### config.mk
export PLATFORM = sky130hd
export DESIGN_NAME = irsir_endec
export DESIGN_NICKNAME = d
export VERILOG_FILES = /design/src/irsir_pkg.sv /design/src/irsir_pulse_check.sv /design/src/irsir_endec.sv
export SDC_FILE = /design/constraint.sdc
export NUM_CORES = 1
export LEC_CHECK = 0
export BUFFER_PORTS_ARGS = -buffer_cell sky130_fd_sc_hd__buf_4
export CAP_MARGIN = 20
export CORE_MARGIN = 8
export CORE_UTILIZATION = 25
export DETAILED_ROUTE_END_ITERATION = 10
export PLACE_DENSITY_LB_ADDON = 0.1
export SETUP_SLACK_MARGIN = 0.1
export SLEW_MARGIN = 10
export SYNTH_ARGS = -nofsm -noshare
export SYNTH_HDL_FRONTEND = slang
export SYNTH_SLANG_ARGS = --single-unit
### constraint.sdc
create_clock -name clk_i -period 5 [get_ports clk_i]
set_clock_uncertainty 0.05 [all_clocks]
set_input_delay 0.25 -clock clk_i [delete_from_list [all_inputs] [get_ports clk_i]]
set_output_delay 0.25 -clock clk_i [all_outputs]
set_load 0.1 [all_outputs]
### src/irsir_pkg.sv
// Purpose: constants for the infrared serial encoder/decoder block
// Assumes: 50 MHz system clock, baud enable pulses 16 per serial bit
// Notes: control register reached over classic wishbone, 32-bit data
package irsir_pkg;

  // -------------------------------------------------------------
  // register map
  // -------------------------------------------------------------
  localparam logic [9:0] IRSIR_CTRL_IDX = 10'h0bf; // word index, byte address is four times it
  localparam logic [7:0] IRSIR_CTRL_RESET = 8'h00;
  localparam logic [7:0] IRSIR_CTRL_WMASK = 8'hf7; // bit 3 reserved, read only zero
  localparam int IRSIR_EN_BIT = 0;
  localparam int IRSIR_RXEN_BIT = 1;
  localparam int IRSIR_LOOP_BIT = 2;
  localparam int IRSIR_MIN_LSB = 4;
  localparam int IRSIR_MIN_MSB = 7;

  // -------------------------------------------------------------
  // symbol timing, in baud enable ticks or system clocks
  // -------------------------------------------------------------
  localparam logic [3:0] IRSIR_TX_PULSE_FIRST = 4'h7; // 7 ticks low before pulse
  localparam logic [3:0] IRSIR_TX_PULSE_LAST = 4'h9; // 3 ticks high
  localparam logic [1:0] IRSIR_MIN_LOW_BITS = 2'h3;
  localparam logic [2:0] IRSIR_MAX_PULSE_TICKS = 3'h5;
  localparam logic [2:0] IRSIR_TICK_SAT = 3'h6;
  localparam logic [4:0] IRSIR_RX_HOLD_TICKS = 5'h11; // one bit plus one guard tick

  typedef enum logic [1:0] {
    IRSIR_RX_IDLE = 2'b01,
    IRSIR_RX_HOLD = 2'b10
  } irsir_rx_state_e;

endpackage

### src/irsir_pulse_check.sv
// Purpose: qualifies one received low pulse by its width
// Assumes: rx_i is a registered level, low while a pulse is present
// Notes: accept_o pulses one cycle after the pulse ends
module irsir_pulse_check
  import irsir_pkg::*;
(
  input wire logic clk_i,
  input wire logic rst_i,
  input wire logic clear_i,
  input wire logic rx_i,
  input wire logic baud_tick_i,
  input wire logic [3:0] min_pulse_i,
  output logic accept_o
);

  logic prev_reg, prev_next;
  logic [5:0] down_reg, down_next;
  logic [2:0] ticks_reg, ticks_next;
  logic accept_reg, accept_next;
  logic min_met;
  logic max_ok;

  // -------------------------------------------------------------
  // width measurement
  // -------------------------------------------------------------
  // edge mode ignores the down counter entirely
  assign min_met = (min_pulse_i == 4'h0) || (down_reg == 6'h00);
  assign max_ok = (ticks_reg <= IRSIR_MAX_PULSE_TICKS);

  // next values: counters reload whenever the line is high
  always_comb begin
    prev_next = clear_i ? 1'b1 : rx_i;
    down_next = down_reg;
    ticks_next = ticks_reg;
    if (clear_i || rx_i) begin
      down_next = {min_pulse_i, IRSIR_MIN_LOW_BITS};
      ticks_next = 3'h0;
    end else begin
      if (down_reg != 6'h00) begin
        down_next = down_reg - 6'h01;
      end
      // saturate so a very long pulse never wraps back to legal
      if (baud_tick_i && (ticks_reg != IRSIR_TICK_SAT)) begin
        ticks_next = ticks_reg + 3'h1;
      end
    end
    accept_next = !clear_i && rx_i && !prev_reg && min_met && max_ok;
  end

  // registers
  always_ff @(posedge clk_i) begin
    if (rst_i) begin
      prev_reg <= 1'b1;
      down_reg <= 6'h00;
      ticks_reg <= 3'h0;
      accept_reg <= 1'b0;
    end else begin
      prev_reg <= prev_next;
      down_reg <= down_next;
      ticks_reg <= ticks_next;
      accept_reg <= accept_next;
    end
  end

  assign accept_o = accept_reg;

endmodule

### src/irsir_endec.sv
// Purpose: infrared serial encoder/decoder between uart lines and transceiver
// Assumes: baud_tick_i is a one-cycle enable, sixteen per uart bit
// Notes: one 8-bit control register on a classic wishbone slave
module irsir_endec
  import irsir_pkg::*;
(
  input wire logic clk_i,
  input wire logic rst_i,
  // wishbone slave
  input wire logic wb_cyc_i,
  input wire logic wb_stb_i,
  input wire logic wb_we_i,
  input wire logic [11:0] wb_adr_i,
  input wire logic [3:0] wb_sel_i,
  input wire logic [31:0] wb_dat_i,
  output logic [31:0] wb_dat_o,
  output logic wb_ack_o,
  // uart side
  input wire logic baud_tick_i,
  input wire logic uart_txd_i,
  output logic uart_rxd_o,
  // transceiver side
  input wire logic infrared_rx_line_i,
  output logic infrared_tx_line_o
);

  // -------------------------------------------------------------
  // declarations
  // -------------------------------------------------------------
  logic [7:0] endec_control_reg, endec_control_next;
  logic ack_reg, ack_next;
  logic [31:0] rdat_reg, rdat_next;
  logic bus_req;
  logic bus_hit;

  logic endec_enable_bit;
  logic rx_decode_enable;
  logic loop_select;
  logic [3:0] min_pulse;
  logic rx_path_on;

  logic tx_bit_reg, tx_bit_next;
  logic [3:0] tx_phase_reg, tx_phase_next;
  logic tx_out_reg, tx_out_next;

  logic rx_source;
  logic rx_sample_reg, rx_sample_next;
  logic pulse_accept;

  irsir_rx_state_e rx_state_reg, rx_state_next;
  logic [4:0] hold_cnt_reg, hold_cnt_next;
  logic rxd_reg, rxd_next;

  // -------------------------------------------------------------
  // control field decode
  // -------------------------------------------------------------
  assign endec_enable_bit = endec_control_reg[IRSIR_EN_BIT];
  assign rx_decode_enable = endec_control_reg[IRSIR_RXEN_BIT];
  assign loop_select = endec_control_reg[IRSIR_LOOP_BIT];
  assign min_pulse = endec_control_reg[IRSIR_MIN_MSB:IRSIR_MIN_LSB];
  // receive needs both the global and the receive enable
  assign rx_path_on = endec_enable_bit && rx_decode_enable;

  // -------------------------------------------------------------
  // wishbone slave
  // -------------------------------------------------------------
  assign bus_req = wb_cyc_i && wb_stb_i;
  assign bus_hit = (wb_adr_i[11:2] == IRSIR_CTRL_IDX);

  // next values: one wait state, unmapped reads return zero
  always_comb begin
    endec_control_next = endec_control_reg;
    ack_next = bus_req && !ack_reg;
    rdat_next = rdat_reg;
    if (bus_req && !ack_reg) begin
      rdat_next = 32'h0000_0000;
      if (bus_hit) begin
        rdat_next = {24'h00_0000, endec_control_reg};
      end
    end
    // write lands on the edge where the master samples ack high
    if (bus_req && ack_reg && bus_hit && wb_we_i && wb_sel_i[0]) begin
      // reserved bit and upper lanes are dropped
      endec_control_next = wb_dat_i[7:0] & IRSIR_CTRL_WMASK;
    end
  end

  // registers for the bus slave
  always_ff @(posedge clk_i) begin
    if (rst_i) begin
      endec_control_reg <= IRSIR_CTRL_RESET;
      ack_reg <= 1'b0;
      rdat_reg <= 32'h0000_0000;
    end else begin
      endec_control_reg <= endec_control_next;
      ack_reg <= ack_next;
      rdat_reg <= rdat_next;
    end
  end

  assign wb_ack_o = ack_reg;
  assign wb_dat_o = rdat_reg;

  // -------------------------------------------------------------
  // encoder
  // -------------------------------------------------------------
  // a change on the uart line marks a bit boundary; the phase
  // restarts there and free-runs across runs of equal bits
  always_comb begin
    tx_bit_next = tx_bit_reg;
    tx_phase_next = tx_phase_reg;
    if (!endec_enable_bit) begin
      tx_bit_next = 1'b1;
      tx_phase_next = 4'h0;
    end else if (uart_txd_i != tx_bit_reg) begin
      tx_bit_next = uart_txd_i;
      tx_phase_next = 4'h0;
    end else if (baud_tick_i) begin
      tx_phase_next = tx_phase_reg + 4'h1; // wraps every 16 ticks
    end
    // a one stays low; a zero gets the short high pulse
    tx_out_next = endec_enable_bit && !tx_bit_next
                  && (tx_phase_next >= IRSIR_TX_PULSE_FIRST)
                  && (tx_phase_next <= IRSIR_TX_PULSE_LAST);
  end

  // registers for the encoder
  always_ff @(posedge clk_i) begin
    if (rst_i) begin
      tx_bit_reg <= 1'b1;
      tx_phase_reg <= 4'h0;
      tx_out_reg <= 1'b0;
    end else begin
      tx_bit_reg <= tx_bit_next;
      tx_phase_reg <= tx_phase_next;
      tx_out_reg <= tx_out_next;
    end
  end

  assign infrared_tx_line_o = tx_out_reg;

  // -------------------------------------------------------------
  // receive input select
  // -------------------------------------------------------------
  // loopback feeds the inverted transmit pulse back as a low pulse;
  // the external pin is ignored meanwhile
  assign rx_source = loop_select ? !tx_out_reg : infrared_rx_line_i;

  // a disabled path samples as idle high, so no edge is seen
  always_comb begin
    rx_sample_next = rx_path_on ? rx_source : 1'b1;
  end

  always_ff @(posedge clk_i) begin
    if (rst_i) begin
      rx_sample_reg <= 1'b1;
    end else begin
      rx_sample_reg <= rx_sample_next;
    end
  end

  // -------------------------------------------------------------
  // pulse width qualification
  // -------------------------------------------------------------
  irsir_pulse_check u_pulse_check (
    .clk_i(clk_i),
    .rst_i(rst_i),
    .clear_i(!rx_path_on),
    .rx_i(rx_sample_reg),
    .baud_tick_i(baud_tick_i),
    .min_pulse_i(min_pulse),
    .accept_o(pulse_accept)
  );

  // -------------------------------------------------------------
  // decoder output state machine
  // -------------------------------------------------------------
  // each accepted pulse holds the uart line low for a bit plus a
  // guard tick, so back-to-back zeros merge without a glitch
  always_comb begin
    rx_state_next = rx_state_reg;
    hold_cnt_next = hold_cnt_reg;
    if (!rx_path_on) begin
      rx_state_next = IRSIR_RX_IDLE;
      hold_cnt_next = 5'h00;
    end else begin
      case (rx_state_reg)
        IRSIR_RX_IDLE: begin
          if (pulse_accept) begin
            rx_state_next = IRSIR_RX_HOLD;
            hold_cnt_next = IRSIR_RX_HOLD_TICKS;
          end
        end
        IRSIR_RX_HOLD: begin
          if (pulse_accept) begin
            hold_cnt_next = IRSIR_RX_HOLD_TICKS;
          end else if (baud_tick_i) begin
            hold_cnt_next = hold_cnt_reg - 5'h01;
            if (hold_cnt_reg == 5'h01) begin
              rx_state_next = IRSIR_RX_IDLE;
            end
          end
        end
        default: begin
          rx_state_next = IRSIR_RX_IDLE;
          hold_cnt_next = 5'h00;
        end
      endcase
    end
    rxd_next = (rx_state_next != IRSIR_RX_HOLD);
  end

  // registers for the decoder output
  always_ff @(posedge clk_i) begin
    if (rst_i) begin
      rx_state_reg <= IRSIR_RX_IDLE;
      hold_cnt_reg <= 5'h00;
      rxd_reg <= 1'b1;
    end else begin
      rx_state_reg <= rx_state_next;
      hold_cnt_reg <= hold_cnt_next;
      rxd_reg <= rxd_next;
    end
  end

  assign uart_rxd_o = rxd_reg;

endmodule

==> flow_summary.toml, run 1 <==
[outcome]
status = "finished clean"

[worst_setup_path]
cp_slowest_cell = "or4b_1"
crit_arrival_ns = 2.07
crit_chain = "inv_1, ha_1, nor2b_1, o21ba_2, or4b_1, a21oi_1"
crit_path_end_kind = "flip-flop"
crit_path_start_kind = "flip-flop"
max_stage_delay_ns = 0.49
crit_fanout = 9
cp.required_ns = 5.18
crit_type = "flip-flop to flip-flop"

[sta]
max_freq_ghz = 0.529
slew_headroom_pct = 51.3
tns_ns = 0
hold_viol_final = 0
min_period_ns = 1.89
period_share_pct = 37.8
whs_ns = 0.140
worst_slack_ns = 3.11
rsz0062_at_grt = "no"
setup_violations = 0
worstMarginPinSlew_ns = 0.725
drv_slew = 0

[logic_synthesis]
yosysUniqueCellTypes = 47
synth.avg_cell_area_um2 = 8.69
syn_area_um2 = 2120
postSynth.asyncResetShare_pct = 0
synth_most_common_cell = "dfxtp_1"
ys.flop_type = "dfxtp_1"
synth_area_leaders = "dfxtp_1, buf_4, a21oi_1"
ys_seq_area_share_pct = 38.7
yosysTopAreaCell = "dfxtp_1"
synth_edf_count = 0
synth_top_cell_area_share_pct = 38.7
netlist_instances = 244
ys_ff_latch = 41
synthTopCellsByCount = "dfxtp_1, buf_4, nand2_1"
ys_warn_count = 0

[hold_path]
hold_class = "input pin to flip-flop"

[die]
dieArea_um2 = 11700
die_h_um = 108
num_io_pins = 91
die_x_um = 108
start_util_pct = 25.8
num_rows = 33
core-area_um2 = 8220

[final_layout]
nNetsFinal = 340
syn2layout_area_growth_pct = 17.6
final_util_pct = 30.4
drive_gt1_share_pct = 18.4
fin_area_um2 = 2490
antenna_cells = 0
nFillCells = 900

[place]
place_congestion = 0.743
dp_hpwl_um = 3690
dp_slack_ns = 3.12
placed_cell_area_um2 = 2370
io_buffers = 35

[power]
leakagePower_nw = 0.988
peakVddDrop_uv = 85.0
pwr_density_cell_nw_per_um2 = 294

[routing]
drt_drc_violations_left = 0
drt-wirelength-per-cell_um = 12.6
dr.pass1.iters = 4
num_vias = 1618
vias_per_cell = 4.24
wl_um = 4820
drt.antenna.violating_nets = 0
drt_iter0_markers = 41

[cts]
hold_buffers = 0
clock-root-buffer = "clkbuf_8"
cts_made_buffers = 5
post_cts_buffers = 0
cts_htree_levels = 2
cts_buffer_depth = 2
cts_tree = "built"
clock_latency_ns = 0.29
cts_resized = 0
clock_sinks = 41
clk_pin_slew_worst_paths_ns = 0.09

[grt]
grt_pass1_wl_um = 8140
grt_use_total_pct = 8.50
grt_pass1_vias = 1736
grt_max_degree = 30
gr-total-overflow = 0
antenna_found_initial = 0

[flow_run]
maxCapViolCount = 0
## metrics by stage
step	total power (W)	std cells
2_1_floorplan	0.000451	268
3_3_place_gp	0.000456	374
3_5_place_dp	0.000456	374
4_1_cts	0.000745	382
5_1_grt	0.000762	382
6_report	0.000734	382
## cell families (layout without fill, tap and decap cells)
| logic type | after synthesis | count (layout) | share of synthesized area [%] |
|---|---|---|---|
| fa+ha+maj | 8 | 8 | 4.72 |
| flops | 41 | 41 | 38.7 |
| simple gates | 92 | 92 | 24.0 |
| compound gates | 38 | 38 | 10.8 |
| other cells | 1 | 25 | 0.177 |
| buf+inv | 44 | 53 | 12.6 |
| xor+xnor | 10 | 10 | 4.13 |
| mux | 10 | 10 | 4.84 |
## layout make-up
class	instances	area (um2)	area share [%]
clock buffers	6	82.6	3.31
clock inverters	2	37.5	1.50
well taps	105	131	5.27
multi-input cells	183	1120	45.0
repair buffers	35	263	10.5
flip-flops and latches	41	821	32.9
inverters	10	37.5	1.50
## layout by cell type, fill, tap and decap left out, types with 2 or more instances in the layout
| master | synthesis | final |
|---|---|---|
| a211oi_1 | 2 | 2 |
| a21oi_1 | 20 | 20 |
| and4_1 | 2 | 2 |
| buf_4 | 25 | 35 |
| clkbuf_8 | 0 | 6 |
| conb_1 | 1 | 25 |
| dfxtp_1 | 41 | 41 |
| ha_1 | 8 | 8 |
| inv_1 | 10 | 10 |
| mux2_2 | 2 | 2 |
| mux2i_1 | 8 | 8 |
| nand2_1 | 22 | 22 |
| nand3_1 | 15 | 15 |
| nand4_1 | 3 | 3 |
| nand4b_1 | 3 | 3 |
| nor2_1 | 21 | 21 |
| nor2b_1 | 3 | 3 |
| nor3_1 | 6 | 6 |
| nor3b_1 | 2 | 2 |
| nor4_1 | 3 | 3 |
| o21ai_0 | 7 | 7 |
| xnor2_1 | 3 | 3 |
| xor2_1 | 7 | 7 |
## routing by layer
metal,up-vias,share of wire [%],GRT usage (%)
met3,2,9.0,3.69
met2,52,42,12.6
li1,858,-,-
met5,-,0,0
met4,0,0.19,2.08
met1,706,49,11.0
## critical path, delay by kind of cell (launching register included)
kind	cells	cell delay [ns]
buffers and inverters	1	0.07
AOI/OAI and AO/OA	2	0.38
adders and majority gates	1	0.30
and+or+nand+nor	2	0.67
DFF	1	0.36
## final timing paths
path                                       endpoint                        from  slack (ns)  cells after the start
setup / recovery       hold_cnt_reg[1]$_SDFFE_PP0P_  rx_state_reg[0]$_SDFF_PP1_        3.11                      6
hold / removal    endec_control_reg[5]$_SDFFE_PP0P_                 wb_dat_i[5]        0.14                      3
setup reg to reg       hold_cnt_reg[1]$_SDFFE_PP0P_  rx_state_reg[0]$_SDFF_PP1_        3.11                      6
hold reg to reg            wb_dat_o[4]$_SDFFE_PP0P_    wb_dat_o[4]$_SDFFE_PP0P_        0.41                      2
## power breakdown
part	internal [W]	leakage, nW	switching, W	total (W)
sequential	0.000327	0.331	0.00000120	0.000329
combinational	0.0000190	0.599	0.000101	0.000120
clock	0.000163	0.0574	0.000123	0.000286
Note: power is estimated with default switching activity, not from simulation.
==> inputs of run 2 (changes only) <==
Clock period 5 ns to 1.6 ns, I/O delays scaled along.
==> run 2 against run 1 <==
Effect of this change: largest power group unchanged; total power grew to 3.1 times the previous value; register-to-register slack got worse by 3.1 ns; sequential share of layout area fell by 3.6 points; count of clock-buffer cells in the layout decreased by 1; highest routed layer unchanged; maximum frequency increased by 20%.
==> flow_summary.toml, run 2 (same netlist as run 1, synthesis figures left out) <==
[grt]
grt_use_total_pct = 9.15
grt_max_degree = 17
antenna_found_initial = 0
grt_pass1_wl_um = 8760
grt_pass1_vias = 1872
gr-total-overflow = 0

[place]
placed_cell_area_um2 = 2530
dp_cells = 390
io_buffers = 35
place_congestion = 0.739
dp_hpwl_um = 3860

[cts]
cts_tree = "built"
clock_sinks = 41
cts_made_buffers = 5
clock-root-buffer = "clkbuf_8"
clk_pin_slew_worst_paths_ns = 0.08
cts_buffer_depth = 2
clock_latency_ns = 0.29
cts_htree_levels = 2

[outcome]
status = "finished clean"

[sta]
rsz0062_at_grt = "yes"
drv_slew = 0
period_share_pct = 98.6
whs_ns = 0.142
setup_violations = 0
hold_viol_final = 0
min_period_ns = 1.58
max_freq_ghz = 0.634

[worst_setup_path]
cp.required_ns = 1.79
cp_slowest_cell = "or4b_4"
crit_family = "simple AND/OR/NAND/NOR gates"
crit_chain = "inv_2, ha_4, nor2b_4, o21ba_4, or4b_4, a21oi_2"
crit_arrival_ns = 1.77
crit_path_end_kind = "flip-flop"
path_buf_inv = 1
crit_fanout = 3
max_stage_delay_ns = 0.48
crit_path_start_kind = "flip-flop"
crit_type = "flip-flop to flip-flop"

[final_layout]
antenna_cells = 0
final_util_pct = 34.4
fin_area_um2 = 2820
layout_common_cells = "buf_4, dfxtp_1, conb_1"
syn2layout_area_growth_pct = 33.1
register_area_um2 = 828
final_common_cell = "buf_4"
multi_input_area_um2 = 1210
fin_cells = 410
nNetsFinal = 368
drive_gt1_share_pct = 28.9
nFillCells = 863

[routing]
drt.antenna.violating_nets = 0
drt_drc_violations_left = 0
dr.pass1.iters = 4
drt_iter0_markers = 37
drt-wirelength-per-cell_um = 12.1
num_vias = 1768
vias_per_cell = 4.31
wl_um = 4980

[power]
leakagePower_nw = 1.13
power_w = 0.00229
pwr_density_cell_nw_per_um2 = 810
peakVddDrop_uv = 326

[die]
num_io_pins = 91
dieArea_um2 = 11700
die_h_um = 108
die_x_um = 108
start_util_pct = 25.8
core-area_um2 = 8220
num_rows = 33

[hold_path]
hold_class = "input pin to flip-flop"

[flow_run]
maxCapViolCount = 0
-- run 2: through the flow --
stage               setup TNS [ns]  worst slack (ns)
global placement           -0.0476           -0.0476
finish                           0            0.0218
CTS                       -0.00425          -0.00425
detailed placement         -0.0339           -0.0339
global route               -0.0310           -0.0310
floorplan                   -0.459           -0.0811
-- run 2: worst reg2reg max path: cells and delay by family (launching register included) --
kind	cells	cell delay (ns)
AO/OA/AOI/OAI	2	0.31
AND/OR/NAND/NOR	2	0.61
buffers and inverters	1	0.06
adder cells (fa/ha/maj)	1	0.15
flip-flops	1	0.36
-- run 2: final timing paths --
| path | end | depth (start not counted) | slack [ns] | startpoint |
|---|---|---|---|---|
| setup reg to reg | hold_cnt_reg[1]$_SDFFE_PP0P_ | 6 | 0.02 | rx_state_reg[0]$_SDFF_PP1_ |
| setup / recovery | hold_cnt_reg[1]$_SDFFE_PP0P_ | 6 | 0.02 | rx_state_reg[0]$_SDFF_PP1_ |
| hold reg to reg | wb_dat_o[6]$_SDFFE_PP0P_ | 2 | 0.41 | wb_dat_o[6]$_SDFFE_PP0P_ |
| hold / removal | u_pulse_check.ticks_reg[2]$_SDFFE_PP0P_ | 3 | 0.14 | baud_tick_i |
-- run 2: layout make-up --
cell class	count	area share (%)
clock inverter	3	1.60
sequential	41	29.3
multi-input combinational	183	43.0
clock buffer	5	2.44
timing repair buffer	63	17.6
tap	105	4.65
inverter	10	1.33
-- run 2: routing by layer --
metal	vias up	part of all wire (%)	global-route usage [%]
met5	-	0	0
met1	794	47	11.4
li1	921	-	-
met4	0	1.2	2.97
met2	48	45	14.6
met3	5	6.0	2.91
-- run 2: what timing repair did --
| item | in CTS | in global routing |
|---|---|---|
| hold buffers | 10 | 0 |
| hold endpoints to repair | 10 | 0 |
| setup buffers | 2 | 0 |
| gates resized for setup | 4 | 16 |
| setup endpoints to repair | 4 | 9 |
| pin swaps | 4 | 1 |
-- run 2: report_power, final --
part | leakage (nW) | total (W) | switching [W] | internal, W
sequential | 0.332 | 0.00103 | 0.00000413 | 0.00102
clock | 0.0587 | 0.000860 | 0.000391 | 0.000469
combinational | 0.739 | 0.000399 | 0.000320 | 0.0000788
==> inputs of run 3 (changes only) <==
Clock period 1.6 ns to 1.7 ns, I/O delays scaled along.
==> run 3 against run 2 <==
Effect of this change: first-iteration DRC count grew 19%; die area is the same; wire length down 1.1%; final area shrank 3.8%; sequential power is 6% lower; hold slack gained 0.0031 ns; maximum frequency is 2.2% lower; clock power is 25% lower; sequential cell count stayed put; non-clock buffer count shrank 6; combinational power shrank 6.0%; largest cell class unchanged.
==> flow_summary.toml, run 3 (same netlist as run 1, synthesis figures left out) <==
[outcome]
status = "finished clean"

[power]
sw_frac_of_total_pct = 33.4
peakVddDrop_uv = 364
p_sw_w = 0.000664
pwr-share-seq_pct = 48.5
p_int_w = 0.00132
power_w = 0.00199
clkPwrFrac_pct = 32.6
leakagePower_nw = 1.08
pwr-share-comb_pct = 18.9
pwr_density_cell_nw_per_um2 = 732

[cts]
cts_buffer_depth = 2
cts_htree_levels = 2
clock_sinks = 41
cts_tree = "built"
clock-root-buffer = "clkbuf_8"
cts_made_buffers = 5
clk_pin_slew_worst_paths_ns = 0.08
clock_latency_ns = 0.30

[sta]
drv_slew = 0
hold_viol_final = 0
setup_violations = 0
tns_ns = 0
max_freq_ghz = 0.620
rsz0062_at_grt = "yes"
period_share_pct = 94.9
min_period_ns = 1.61

[final_layout]
layout_common_cells = "buf_4, dfxtp_1, conb_1"
nFillCells = 882
drive_gt1_share_pct = 25.1
final_common_cell = "buf_4"
multi_input_area_um2 = 1170
syn2layout_area_growth_pct = 28.1
nNetsFinal = 362
register_area_um2 = 830
antenna_cells = 0

[flow_run]
maxCapViolCount = 0

[grt]
antenna_found_initial = 0
gr-total-overflow = 0
grt_max_degree = 23
grt_pass1_vias = 1814
grt_pass1_wl_um = 8200
grt_use_total_pct = 8.59

[place]
place_congestion = 0.755
dp_hpwl_um = 3790
io_buffers = 35

[worst_setup_path]
crit_path_end_kind = "flip-flop"
crit_type = "flip-flop to flip-flop"
crit_arrival_ns = 1.79
cp.required_ns = 1.88
crit_path_start_kind = "flip-flop"
crit_fanout = 3

[die]
start_util_pct = 25.8
core-area_um2 = 8220
die_h_um = 108
dieArea_um2 = 11700
die_x_um = 108
num_io_pins = 91
num_rows = 33

[routing]
drt_drc_violations_left = 0
num_vias = 1732
wl_um = 4920
drt_iter0_markers = 44
drt-wirelength-per-cell_um = 12.2
dr.pass1.iters = 4
vias_per_cell = 4.29
drt.antenna.violating_nets = 0

[hold_path]
hold_class = "input pin to flip-flop"
run 3: power by group through the flow:
| stage | Clock [W] | Combinational [W] | Sequential (W) |
|---|---|---|---|
| CTS | 0.000688 | 0.000375 | 0.000964 |
| global route | 0.000726 | 0.000390 | 0.000965 |
| global placement | 0 | 0.000357 | 0.000988 |
| finish | 0.000649 | 0.000375 | 0.000964 |
| detailed placement | 0 | 0.000356 | 0.000988 |
| floorplan | 0 | 0.000331 | 0.000994 |
run 3: final cells by class:
class	count	area share, %
Multi-Input combinational cell	183	43.3
Clock inverter	3	0.783
Inverter	10	1.38
Sequential cell	41	30.5
Clock buffer	5	2.53
Tap cell	105	4.84
Timing Repair Buffer	57	16.7
run 3: worst paths after layout:
path / cells past startpoint / slack, ns / to / from
max reg2reg: 6 / 0.09 / hold_cnt_reg[1]$_SDFFE_PP0P_ / rx_state_reg[0]$_SDFF_PP1_
max: 6 / 0.09 / hold_cnt_reg[1]$_SDFFE_PP0P_ / rx_state_reg[0]$_SDFF_PP1_
min reg2reg: 2 / 0.41 / wb_dat_o[5]$_SDFFE_PP0P_ / wb_dat_o[5]$_SDFFE_PP0P_
min: 3 / 0.14 / u_pulse_check.ticks_reg[2]$_SDFFE_PP0P_ / baud_tick_i
run 3: worst max-delay path: stages, from the launching register on:
cell and delay (ns):
dfxtp_2 0.36, inv_2 0.06, ha_4 0.15, nor2b_4 0.12
o21ba_4 0.19, or4b_4 0.51, a21oi_2 0.12
run 3: stage by stage:
stage	setup slack (ns)	utilization (%)	hold WS [ns]	area, um2	instances
final	0.0868	33.1	0.145	2720	404
after global placement	0.0251	30.3	0.269	2490	384
after CTS	0.104	32.8	0.139	2700	403
after detailed placement	0.0337	30.3	0.276	2490	384
after global routing	0.0391	33.1	0.165	2720	404
after floorplan	0.0189	-	0.163	2250	268
run 3: metal layers:
layer / GRT usage, % / up-vias / wire length, um
met5: 0 / - / 0
met4: 3.87 / 0 / 55
met3: 2.80 / 4 / 340
met2: 13.7 / 47 / 2220
met1: 10.3 / 778 / 2310
li1: - / 903 / -
run 3: repair_timing:
item	CTS	global route
buffers inserted	1	1
endpoints found under the setup margin	3	4
hold endpoints to repair	12	0
pin swaps	3	3
cloned	0	0
gates resized for setup	4	4
hold buffers	10	0
